--- config.mk ---
export PLATFORM = sky130hd
export DESIGN_NAME = pcc_copper_regs
export DESIGN_NICKNAME = d
export VERILOG_FILES = /design/src/include/pcc_pkg.sv /design/src/include/pcc_sel_if.sv /design/src/design/pcc_page_decode.sv /design/src/design/pcc_pwr_seq.sv /design/src/design/pcc_copper_regs.sv
export SDC_FILE = /design/constraint.sdc
export NUM_CORES = 1
export LEC_CHECK = 0
export BUFFER_PORTS_ARGS = -buffer_cell sky130_fd_sc_hd__buf_2
export CAP_MARGIN = 20
export CORE_AREA = 2 2 80 82
export CTS_CLUSTER_DIAMETER = 40
export CTS_CLUSTER_SIZE = 10
export DETAILED_ROUTE_END_ITERATION = 8
export DIE_AREA = 0 0 82 84
export PLACE_DENSITY = 0.88
export SLEW_MARGIN = 20
export SYNTH_ARGS = -nofsm -noshare
export SYNTH_HDL_FRONTEND = slang
export SYNTH_SLANG_ARGS = --single-unit
--- constraint.sdc ---
create_clock -name pclk -period 2.22 [get_ports pclk]
set_clock_uncertainty 0.05 [all_clocks]
set_input_delay 0.333 -clock pclk [delete_from_list [all_inputs] [get_ports pclk]]
set_output_delay 0.333 -clock pclk [all_outputs]
set_load 0.005 [all_outputs]
--- src/include/pcc_pkg.sv ---
package pcc_pkg;
   // ==========================================================
   // bus and select geometry
   localparam int ADDR_W = 8;
   localparam int IDX_W = 5;
   localparam int PAGE_W = 8;
   localparam int ALT_W = 6;
   localparam int SEL_W = PAGE_W + IDX_W;
   // ==========================================================
   // register indices, byte address is four times the index
   localparam logic [IDX_W-1:0] IDX_BASIC = 5'h00;
   localparam logic [IDX_W-1:0] IDX_COPPER = 5'h10;
   localparam logic [IDX_W-1:0] IDX_PAGE = 5'h16;
   localparam logic [IDX_W-1:0] IDX_ALT_PAGE = 5'h1d;
   localparam logic [IDX_W-1:0] IDX_PAGED_LO = 5'h10;
   localparam logic [IDX_W-1:0] IDX_PAGED_HI = 5'h1c;
   localparam logic [PAGE_W-1:0] COPPER_PAGE = 8'h00;
   // ==========================================================
   // basic control field positions
   localparam int BC_RESET = 15;
   localparam int BC_PD = 11;
   localparam int BC_RESTART = 9;
   // copper control field positions
   localparam int CC_ED_LO = 8;
   localparam int CC_EXT = 7;
   localparam int CC_MDI_LO = 5;
   localparam int CC_RSVD = 4;
   localparam int CC_TXDIS = 3;
   localparam int CC_ALTPD = 2;
   localparam int CC_POLDIS = 1;
   localparam int CC_JABDIS = 0;
   // ==========================================================
   // encodings and reset values
   localparam logic [1:0] ED_RX_ONLY = 2'h2;
   localparam logic [1:0] ED_NLP = 2'h3;
   localparam logic [1:0] MDI_STRAIGHT = 2'h0;
   localparam logic [1:0] MDI_CROSSED = 2'h1;
   localparam logic [1:0] MDI_AUTO = 2'h3;
   localparam logic [1:0] ED_RST = 2'h3;
   localparam logic [1:0] MDI_RST = 2'h3;
   localparam logic [PAGE_W-1:0] PAGE_RST = 8'h00;
   localparam logic [PAGE_W-1:0] PAGE_UNDEF = 8'hff;
   localparam logic [ALT_W-1:0] ALT_RST = 6'h00;
   // ==========================================================
   // bus slave states
   typedef enum logic {ST_IDLE, ST_ACCESS} pcc_apb_state_type;
endpackage

--- src/include/pcc_sel_if.sv ---
// ==========================================================
// links the register core with its decoder and power sequencer
interface pcc_sel_if;
   logic [pcc_pkg::IDX_W-1:0] idx;
   logic [pcc_pkg::PAGE_W-1:0] page;
   logic sel_basic;
   logic sel_copper;
   logic sel_page;
   logic sel_alt;
   logic [pcc_pkg::SEL_W-1:0] sel;
   logic pd_basic;
   logic pd_alt;
   logic host_reset;
   logic host_restart;
   logic soft_reset;
   logic an_restart;
   logic power_down;
   modport dec (input idx, page, output sel_basic, sel_copper, sel_page, sel_alt, sel);
   modport seq (input pd_basic, pd_alt, host_reset, host_restart, output soft_reset, an_restart, power_down);
   modport core (output idx, page, pd_basic, pd_alt, host_reset, host_restart,
                 input sel_basic, sel_copper, sel_page, sel_alt, sel, soft_reset, an_restart, power_down);
endinterface

--- src/design/pcc_page_decode.sv ---
// ==========================================================
// page-aware register select, purely combinational
module pcc_page_decode (
   pcc_sel_if.dec ifc
);
   import pcc_pkg::*;

   // only 16-21 and 23-28 follow the page; 0-15, 22, 29-31 do not
   wire in_paged_range = (ifc.idx >= IDX_PAGED_LO) && (ifc.idx <= IDX_PAGED_HI) && (ifc.idx != IDX_PAGE);
   wire [PAGE_W-1:0] eff_page = in_paged_range ? ifc.page : COPPER_PAGE;

   // page on top, register number below
   assign ifc.sel = {eff_page, ifc.idx};
   assign ifc.sel_basic = (ifc.idx == IDX_BASIC);
   assign ifc.sel_page = (ifc.idx == IDX_PAGE);
   assign ifc.sel_alt = (ifc.idx == IDX_ALT_PAGE);
   assign ifc.sel_copper = (ifc.sel == {COPPER_PAGE, IDX_COPPER});
endmodule

--- src/design/pcc_pwr_seq.sv ---
// ==========================================================
// power-down join and the reset/restart pulses
module pcc_pwr_seq (
   input wire logic pclk,
   input wire logic presetn,
   pcc_sel_if.seq ifc
);
   import pcc_pkg::*;

   logic pwr_ff;
   logic soft_ff;
   logic anr_ff;

   // either bit alone keeps the port powered down
   wire pd_now = ifc.pd_basic | ifc.pd_alt;
   // exit happens only once both bits are clear
   wire pd_exit = pwr_ff & ~pd_now;

   // exit forces both pulses even without host request
   always_ff @(posedge pclk or negedge presetn) begin
      if (!presetn) begin
         pwr_ff <= 1'b0;
         soft_ff <= 1'b0;
         anr_ff <= 1'b0;
      end else begin
         pwr_ff <= pd_now;
         soft_ff <= ifc.host_reset | pd_exit;
         anr_ff <= ifc.host_restart | pd_exit;
      end
   end

   assign ifc.power_down = pwr_ff;
   assign ifc.soft_reset = soft_ff;
   assign ifc.an_restart = anr_ff;
endmodule

--- src/design/pcc_copper_regs.sv ---
// ==========================================================
// copper control, page and alternate page registers on APB
module pcc_copper_regs (
   input wire logic pclk,
   input wire logic presetn,
   input wire logic psel,
   input wire logic penable,
   input wire logic pwrite,
   input wire logic [pcc_pkg::ADDR_W-1:0] paddr,
   input wire logic [31:0] pwdata,
   output logic [31:0] prdata,
   output logic pready,
   output logic pslverr,
   input wire logic link_10,
   input wire logic full_duplex,
   output logic ed_off,
   output logic ed_rx_only,
   output logic ed_nlp,
   output logic low_rx_thresh,
   output logic mdi_straight,
   output logic mdi_crossed,
   output logic mdi_auto,
   output logic tx_off,
   output logic power_down,
   output logic pol_force_normal,
   output logic jabber_en,
   output logic soft_reset,
   output logic an_restart,
   output logic [pcc_pkg::SEL_W-1:0] reg_select
);
   import pcc_pkg::*;

   // ==========================================================
   // state
   pcc_apb_state_type state_ff;
   logic pready_ff;
   logic pslverr_ff;
   logic [31:0] prdata_ff;
   logic [PAGE_W-1:0] page_ff;
   logic [ALT_W-1:0] alt_ff;
   logic [1:0] ed_ff;
   logic ext_ff;
   logic [1:0] mdi_ff;
   logic [1:0] mdi_act_ff;
   logic txdis_ff;
   logic altpd_ff;
   logic poldis_ff;
   logic jabdis_ff;
   logic bpd_ff;
   logic host_rst_ff;
   logic host_rs_ff;
   logic ed_off_ff;
   logic ed_rx_ff;
   logic ed_nlp_ff;
   logic lowthr_ff;
   logic mdi_st_ff;
   logic mdi_cr_ff;
   logic mdi_au_ff;
   logic txoff_ff;
   logic pol_norm_ff;
   logic jab_en_ff;
   logic [SEL_W-1:0] regsel_ff;

   pcc_sel_if ifc ();

   // ==========================================================
   // sub-blocks
   pcc_page_decode u_dec (
      .ifc (ifc)
   );

   pcc_pwr_seq u_seq (
      .pclk (pclk),
      .presetn (presetn),
      .ifc (ifc)
   );

   // ==========================================================
   // address decode
   // byte lanes below bit 2 and bit 7 fall outside the 32-word map
   wire addr_bad = (paddr[1:0] != 2'h0) || paddr[ADDR_W-1];
   wire setup = psel && !penable;
   wire commit = (state_ff == ST_ACCESS) && psel && penable && pready_ff;
   wire wr_go = commit && pwrite && !pslverr_ff;
   wire wr_basic = wr_go && ifc.sel_basic;
   wire wr_copper = wr_go && ifc.sel_copper;
   wire wr_page = wr_go && ifc.sel_page;
   wire wr_alt = wr_go && ifc.sel_alt;
   wire soft_r = ifc.soft_reset;
   wire w_ext = pwdata[CC_EXT];
   wire w_tx = pwdata[CC_TXDIS];

   assign ifc.idx = paddr[IDX_W+1:2];
   assign ifc.page = page_ff;
   assign ifc.pd_basic = bpd_ff;
   assign ifc.pd_alt = altpd_ff;
   assign ifc.host_reset = host_rst_ff;
   assign ifc.host_restart = host_rs_ff;

   // ==========================================================
   // read mux
   // self-clearing bits 15 and 9 always read back as zero
   wire [15:0] rd_basic = 16'(bpd_ff) << BC_PD;
   // reserved bit 4 and bits 15:10 read as zero
   wire [15:0] rd_copper = {6'h00, ed_ff, ext_ff, mdi_ff, 1'b0, txdis_ff, altpd_ff, poldis_ff, jabdis_ff};
   wire [15:0] rd_page = {8'h00, page_ff};
   wire [15:0] rd_alt = {10'h000, alt_ff};
   // unimplemented paged registers read as zero
   wire [15:0] rd_word = ifc.sel_basic ? rd_basic :
                         ifc.sel_copper ? rd_copper :
                         ifc.sel_page ? rd_page :
                         ifc.sel_alt ? rd_alt : 16'h0000;

   // ==========================================================
   // bus slave: answer is ready in the first access cycle
   always_ff @(posedge pclk or negedge presetn) begin
      if (!presetn) begin
         state_ff <= ST_IDLE;
         pready_ff <= 1'b0;
         pslverr_ff <= 1'b0;
         prdata_ff <= 32'h0000_0000;
         regsel_ff <= '0;
      end else begin
         case (state_ff)
            ST_IDLE: begin
               if (setup) begin
                  state_ff <= ST_ACCESS;
                  pready_ff <= 1'b1;
                  pslverr_ff <= addr_bad;
                  prdata_ff <= (pwrite || addr_bad) ? 32'h0000_0000 : {16'h0000, rd_word};
                  regsel_ff <= ifc.sel;
               end
            end
            ST_ACCESS: begin
               state_ff <= ST_IDLE;
               pready_ff <= 1'b0;
               pslverr_ff <= 1'b0;
            end
            default: begin
               state_ff <= ST_IDLE;
               pready_ff <= 1'b0;
            end
         endcase
      end
   end

   // ==========================================================
   // page registers
   // a fresh write wins over the soft-reset effect in the same cycle
   always_ff @(posedge pclk or negedge presetn) begin
      if (!presetn) begin
         page_ff <= PAGE_RST;
         alt_ff <= ALT_RST;
      end else begin
         if (wr_page) begin
            page_ff <= pwdata[PAGE_W-1:0];
         end else if (soft_r && (page_ff != PAGE_RST)) begin
            page_ff <= PAGE_UNDEF;
         end
         if (wr_alt) begin
            alt_ff <= pwdata[ALT_W-1:0];
         end
      end
   end

   // ==========================================================
   // copper control and basic control storage
   // bit 4 is not stored, so a stray 1 from the host is dropped
   always_ff @(posedge pclk or negedge presetn) begin
      if (!presetn) begin
         ed_ff <= ED_RST;
         ext_ff <= 1'b0;
         mdi_ff <= MDI_RST;
         txdis_ff <= 1'b0;
         altpd_ff <= 1'b0;
         poldis_ff <= 1'b0;
         jabdis_ff <= 1'b0;
      end else if (wr_copper) begin
         ed_ff <= pwdata[CC_ED_LO+:2];
         ext_ff <= w_ext;
         mdi_ff <= pwdata[CC_MDI_LO+:2];
         txdis_ff <= w_tx;
         altpd_ff <= pwdata[CC_ALTPD];
         poldis_ff <= pwdata[CC_POLDIS];
         jabdis_ff <= pwdata[CC_JABDIS];
      end
   end

   // host reset and restart requests are single-cycle pulses
   always_ff @(posedge pclk or negedge presetn) begin
      if (!presetn) begin
         bpd_ff <= 1'b0;
         host_rst_ff <= 1'b0;
         host_rs_ff <= 1'b0;
      end else begin
         if (wr_basic) begin
            bpd_ff <= pwdata[BC_PD];
         end
         host_rst_ff <= wr_basic && pwdata[BC_RESET];
         host_rs_ff <= wr_basic && pwdata[BC_RESTART];
      end
   end

   // ==========================================================
   // crossover setting is disruptive, so it is only sampled at soft reset
   always_ff @(posedge pclk or negedge presetn) begin
      if (!presetn) begin
         mdi_act_ff <= MDI_RST;
      end else if (soft_r) begin
         mdi_act_ff <= mdi_ff;
      end
   end

   // ==========================================================
   // decoded controls toward the analog and link logic
   // reserved crossover code 10b drives none of the three mode outputs
   always_ff @(posedge pclk or negedge presetn) begin
      if (!presetn) begin
         ed_off_ff <= 1'b0;
         ed_rx_ff <= 1'b0;
         ed_nlp_ff <= 1'b1;
         lowthr_ff <= 1'b0;
         mdi_st_ff <= 1'b0;
         mdi_cr_ff <= 1'b0;
         mdi_au_ff <= 1'b1;
         txoff_ff <= 1'b0;
         pol_norm_ff <= 1'b0;
         jab_en_ff <= 1'b0;
      end else begin
         ed_off_ff <= !ed_ff[1];
         ed_rx_ff <= (ed_ff == ED_RX_ONLY);
         ed_nlp_ff <= (ed_ff == ED_NLP);
         lowthr_ff <= ext_ff;
         mdi_st_ff <= (mdi_act_ff == MDI_STRAIGHT);
         mdi_cr_ff <= (mdi_act_ff == MDI_CROSSED);
         mdi_au_ff <= (mdi_act_ff == MDI_AUTO);
         txoff_ff <= txdis_ff;
         pol_norm_ff <= poldis_ff && link_10;
         jab_en_ff <= !jabdis_ff && link_10 && !full_duplex;
      end
   end

   // ==========================================================
   // outputs
   assign prdata = prdata_ff;
   assign pready = pready_ff;
   assign pslverr = pslverr_ff;
   assign ed_off = ed_off_ff;
   assign ed_rx_only = ed_rx_ff;
   assign ed_nlp = ed_nlp_ff;
   assign low_rx_thresh = lowthr_ff;
   assign mdi_straight = mdi_st_ff;
   assign mdi_crossed = mdi_cr_ff;
   assign mdi_auto = mdi_au_ff;
   assign tx_off = txoff_ff;
   assign power_down = ifc.power_down;
   assign pol_force_normal = pol_norm_ff;
   assign jabber_en = jab_en_ff;
   assign soft_reset = ifc.soft_reset;
   assign an_restart = ifc.an_restart;
   assign reg_select = regsel_ff;
endmodule

After elaboration in Yosys (flattened, before gate mapping)
Cells that the tools add are included.
{"block": "op_classes", "add_sub_neg": 0, "n_reduce_logical": 31, "eq_ne": 9, "n_shift": 0, "order_cmp": 2, "mul": 0, "n_mux": 14, "bitwise": 6, "div_mod_pow": 0}
{"operator": "8-bit two-way mux", "n": 4}
{"operator": "12-bit two-way mux", "n": 2}
{"operator": "1-bit logical AND", "n": 18}
{"operator": "13-bit by 5-bit equality test with 1-bit output, second input constant", "n": 1}
{"operator": "5-bit equality test, second input constant", "n": 2}
{"operator": "10-bit two-way mux", "n": 1}
{"operator": "8-bit nonzero test", "n": 1}
{"operator": "2-bit equality test, second input constant", "n": 3}
{"operator": "6-bit two-way mux", "n": 1}
{"operator": "1-bit one-hot mux with 2 select lines", "n": 3}
{"operator": "5-bit greater-or-equal comparator, second input constant", "n": 1}
{"operator": "5-bit <= comparator, second input constant", "n": 1}
{"operator": "1-bit zero test", "n": 5}
{"operator": "5-bit zero test", "n": 1}
{"operator": "5-bit != test, second input constant", "n": 1}
{"operator": "2-bit nonzero test", "n": 2}
{"operator": "1-bit two-way mux", "n": 3}
{"operator": "1-bit OR", "n": 3}
{"operator": "2-bit by 1-bit equality test with 1-bit output, second input constant", "n": 1}
{"operator": "2-bit zero test", "n": 1}
{"operator": "1-bit logical OR", "n": 2}
{"operator": "2-bit != test, second input constant", "n": 1}
{"operator": "1-bit NOT", "n": 2}
{"operator": "2-bit AND reduction", "n": 1}
{"operator": "1-bit bitwise AND", "n": 1}
{"block": "word_totals", "latchBits": 0, "input_bits": 47, "n_memories": 0, "mem_bits_rw": 0, "rom_bits": 0, "reg_bits": 89, "word_cells": 93}

Logic depth before layout (Yosys ltp)
{"block": "depth", "ltp_word": 8, "mapped_depth": 7}

Cells and area by module
A second synthesis with hierarchy kept.
{"block": "hier_totals", "hier_cells": 279, "area_unflattened_um2": 3046.7}
{"module": "pcc_copper_regs", "cells_per_inst": 238, "area_per_inst_um2": 2743.9, "instances": 1}
{"module": "pcc_page_decode", "cells_per_inst": 34, "area_per_inst_um2": 202.7, "instances": 1}
{"module": "pcc_pwr_seq", "cells_per_inst": 7, "area_per_inst_um2": 100.1, "instances": 1}

Least setup slack after synthesis
No wires, ideal clock.
{"block": "synth_path", "path_kind": "reg2reg", "start": "register page_ff[5] (netlist: ifc.page[5])", "end": "register altpd_ff", "path_stages_with_launch": 7, "path_buffers": 2, "slack_ns": 0.427, "t_arrival_ns": 1.617, "setup_time_ns": 0.125, "period_less_slack_ns": 1.793, "cell_sequence": "dfrtp_1 -> nor4_2 -> and4_1 -> buf_4 -> and2_4 -> buf_12 -> mux2_4"}
{"block": "synth_between", "elab_chain_len": 3}
{"item": "from (decl)", "line": "pcc_copper_regs.sv:39", "source": "logic [PAGE_W-1:0] page_ff;"}
{"item": "from (signal assigned)", "line": "pcc_copper_regs.sv:156", "source": "page_ff <= pwdata[PAGE_W-1:0];"}
{"item": "8-bit two-way mux", "line": "pcc_page_decode.sv:10", "source": "wire [PAGE_W-1:0] eff_page = in_paged_range ? ifc.page : COPPER_PAGE;"}
{"item": "13-bit by 5-bit equality test with 1-bit output", "line": "pcc_page_decode.sv:17", "source": "assign ifc.sel_copper = (ifc.sel == {COPPER_PAGE, IDX_COPPER});"}
{"item": "1-bit logical AND", "line": "pcc_copper_regs.sv:86", "source": "wire wr_copper = wr_go && ifc.sel_copper;"}
{"item": "to (signal assigned)", "line": "pcc_copper_regs.sv:183", "source": "altpd_ff <= pwdata[CC_ALTPD];"}
{"item": "to (decl)", "line": "pcc_copper_regs.sv:46", "source": "logic altpd_ff;"}
Every way passes these cells.
A chain may end at the register's enable or synchronous reset.

Final worst setup path
{"block": "layout_path", "start": "register page_ff[3] (netlist: ifc.page[3])", "end": "register jabdis_ff"}
{"block": "layout_between", "elab_chain_len": 3}
{"item": "8-bit two-way mux", "line": "pcc_page_decode.sv:10"}
{"item": "13-bit by 5-bit equality test with 1-bit output", "line": "pcc_page_decode.sv:17"}
{"item": "1-bit logical AND", "line": "pcc_copper_regs.sv:86"}
{"item": "to (signal assigned)", "line": "pcc_copper_regs.sv:185", "source": "jabdis_ff <= pwdata[CC_JABDIS];"}
{"item": "to (decl)", "line": "pcc_copper_regs.sv:48", "source": "logic jabdis_ff;"}
Every way passes these cells.

==> impl_metrics.json <==
{
  "dp_hpwl_um": 4128,
  "totalWireLength_um": 5972,
  "switching_share": 0.2618,
  "timing.hold.ws_ps": 82.18,
  "cts_resized": 0,
  "setup_slack_ps": 376.5,
  "finalSetupViolations": 0,
  "cts_root_buf": "clkbuf_8",
  "grt_pass1_vias": 2000,
  "numCtsBuffers": 9,
  "grt_usage": 0.1913,
  "finalNetCount": 349,
  "pwr-share-seq": 0.540,
  "initial_core_util": 0.4715,
  "synthTopCellsByArea": "dfrtp_1, dfstp_2, buf_4",
  "ys_async_sr_fraction": 1.000,
  "antenna_left": 0,
  "coreArea_um2": 6096,
  "p_leak_nw": 1.779,
  "postSynthAreaPerCell_um2": 12.72,
  "synth_edf_count": 0,
  "drt-wirelength-per-cell_um": 15.55,
  "rows": 29,
  "route.detailed.drc": 0,
  "clkLatencyLatePin_ps": 340,
  "synthFlopType": "dfrtp_1",
  "layout_commonest_cell": "buf_2",
  "syn_inst": 226,
  "grt-ovfl-total": 0,
  "rsz0062_at_grt": "no",
  "critPathSlowestCell": "dfrtp_1",
  "worst_setup_path_end_kind": "register",
  "clkTransAtPathRegs_ps": 70,
  "place_ws_ps": 360.7,
  "synth-warning-count": 0,
  "drive_gt1_frac": 0.3909,
  "p_int_mw": 1.826,
  "critical-path-max-stage-delay_ps": 430,
  "synth_top_area_frac": 0.5224,
  "crit_type": "register to register",
  "worstPathCellList": "nor4_2 > and4_1 > and2_4 > mux2_4",
  "die_area_um2": 6888,
  "portBuffers": 65,
  "final_hold_viol_count": 0,
  "final_cell_mix": "buf_2, dfrtp_1, nand2_1",
  "synth_cell_types": 40,
  "finalSetupTns_ps": 0,
  "cts_tree": "done",
  "die_w_um": 82,
  "arrival_ps": 2030,
  "grt_pass1_wl_um": 9763,
  "status": "finished clean",
  "power.density_nw_per_um2": 724.6,
  "vias_per_cell": 5.229,
  "period_share": 0.8304,
  "ys_seq_area_frac": 0.5956,
  "cp_max_fo": 9,
  "route.vias.total": 2008,
  "p_clk_frac": 0.370,
  "drt_iter0_markers": 120,
  "finalMaxSlewViolations": 0,
  "syn_area_um2": 2874,
  "antenna_found_initial": 0,
  "synth-seq-cells": 68,
  "die_h_um": 84,
  "grt_max_degree": 69,
  "num_antenna_cells": 0,
  "hp-class": "primary input to register",
  "synth_top_area_cell": "dfrtp_1",
  "comb_power_share": 0.090,
  "drv_cap": 0,
  "crit_required_ps": 2400,
  "cts_setup_buffers": 0,
  "htreeDepth": 3,
  "first_pass_iters": 4,
  "p_sw_mw": 0.6478,
  "relSlewSlack": 0.5836,
  "irDropWorstVdd_v": 0.0004240,
  "max_freq_ghz": 0.5424,
  "ioPinCount": 107,
  "nFillCells": 520,
  "critPathLaunchType": "register",
  "finalCriticalPeriod_ps": 1844,
  "worstMarginPinSlew_ps": 618.9,
  "cts.sinks": 68,
  "area_growth_syn_to_layout_pct": 18.81,
  "routabilityCongestion": 0.7690,
  "clockBufferDepth": 2
}
-- path summary, 6_finish.rpt --
| kind | startpoint | end | slack (ps) | depth (start not counted) |
|---|---|---|---|---|
| setup reg to reg | ifc.page[3] | jabdis_ff | 380 | 4 |
| max in group asynchronous | presetn | mdi_act_ff[0] | 1330 | 3 |
| min in group asynchronous | presetn | host_rs_ff | 480 | 3 |
| setup / recovery | ifc.page[3] | jabdis_ff | 380 | 4 |
| hold reg to reg | ext_ff | low_rx_thresh | 370 | 0 |
| hold / removal | full_duplex | jabber_en | 80 | 2 |
-- synth_stat cells (all sizes together) (3+ instances only) --
library cell  instances
a221oi                5
a22o                 11
a22oi                 3
and2                  5
buf                  25
dfrtp                60
dfstp                 8
inv                   3
mux2                 18
nand2                27
nand3                 3
nand4                 3
nor2                 14
nor4                  4
o21ai                 5
o22a                  8
o31ai                 5
-- what timing repair did --
action | 4_1_cts | 5_1_grt
hold buffers | 1 | 0
setup endpoints to repair | 0 | 0
endpoints found under the hold margin | 60 | 0
-- metrics by stage --
stage                     cell area (um^2)  cells  utilization  power, mW
final                                 3415    384       0.5601      2.474
after global routing                  3415    384       0.5601      2.579
after CTS                             3415    384       0.5601      2.490
after detailed placement              3226    367       0.5291      1.583
after global placement                3226    367       0.5291      1.573
after floorplan                       2949    246            -      1.487
-- worst max-delay path: cells and delay by family, from the launching register on --
family / cells / cell delay [ps]
flip-flops: 1 / 430
AND/OR/NAND/NOR: 3 / 920
multiplexers: 1 / 320
-- area by class of cell --
class / instances / area, um^2 / share of cell area
clock inverter: 5 / 37.54 / 0.01099
tap: 77 / 96.34 / 0.02822
timing repair buffer: 72 / 392.9 / 0.1151
inverter: 3 / 11.26 / 0.003298
sequential: 68 / 1712 / 0.5013
multi-input combinational: 148 / 1023 / 0.2997
clock buffer: 11 / 141.4 / 0.04141
-- power groups by stage --
stage	clock [mW]	sequential [mW]	combinational, mW
finish	0.915	1.34	0.222
floorplan	0	1.35	0.134
global route	0.975	1.35	0.258
CTS	0.928	1.34	0.226
global placement	0	1.36	0.216
detailed placement	0	1.36	0.224
-- layer usage --
layer,vias up,wire length [um],global-route usage
met5,-,0,0
met4,0,148,0.1000
met3,16,396,0.03896
met2,73,2889,0.2905
met1,1001,2538,0.2557
li1,918,-,-
-- registers in the layout, indices dropped and copies added, names as in the netlist, 2 cells and up --
signal	flops
alt_ff	6
ed_ff	2
ifc.page	8
mdi_act_ff	2
mdi_ff	2
prdata	11
reg_select	13
-- cells by family after synthesis --
group,count (synthesis),share of synthesized area
muxes,19,0.08446
AOI/OAI and AO/OA,41,0.1184
other,1,0.001305
DFF,68,0.5956
and+or+nand+nor,67,0.1258
buffers and inverters,30,0.07445
(Power assumes the default switching activity.)
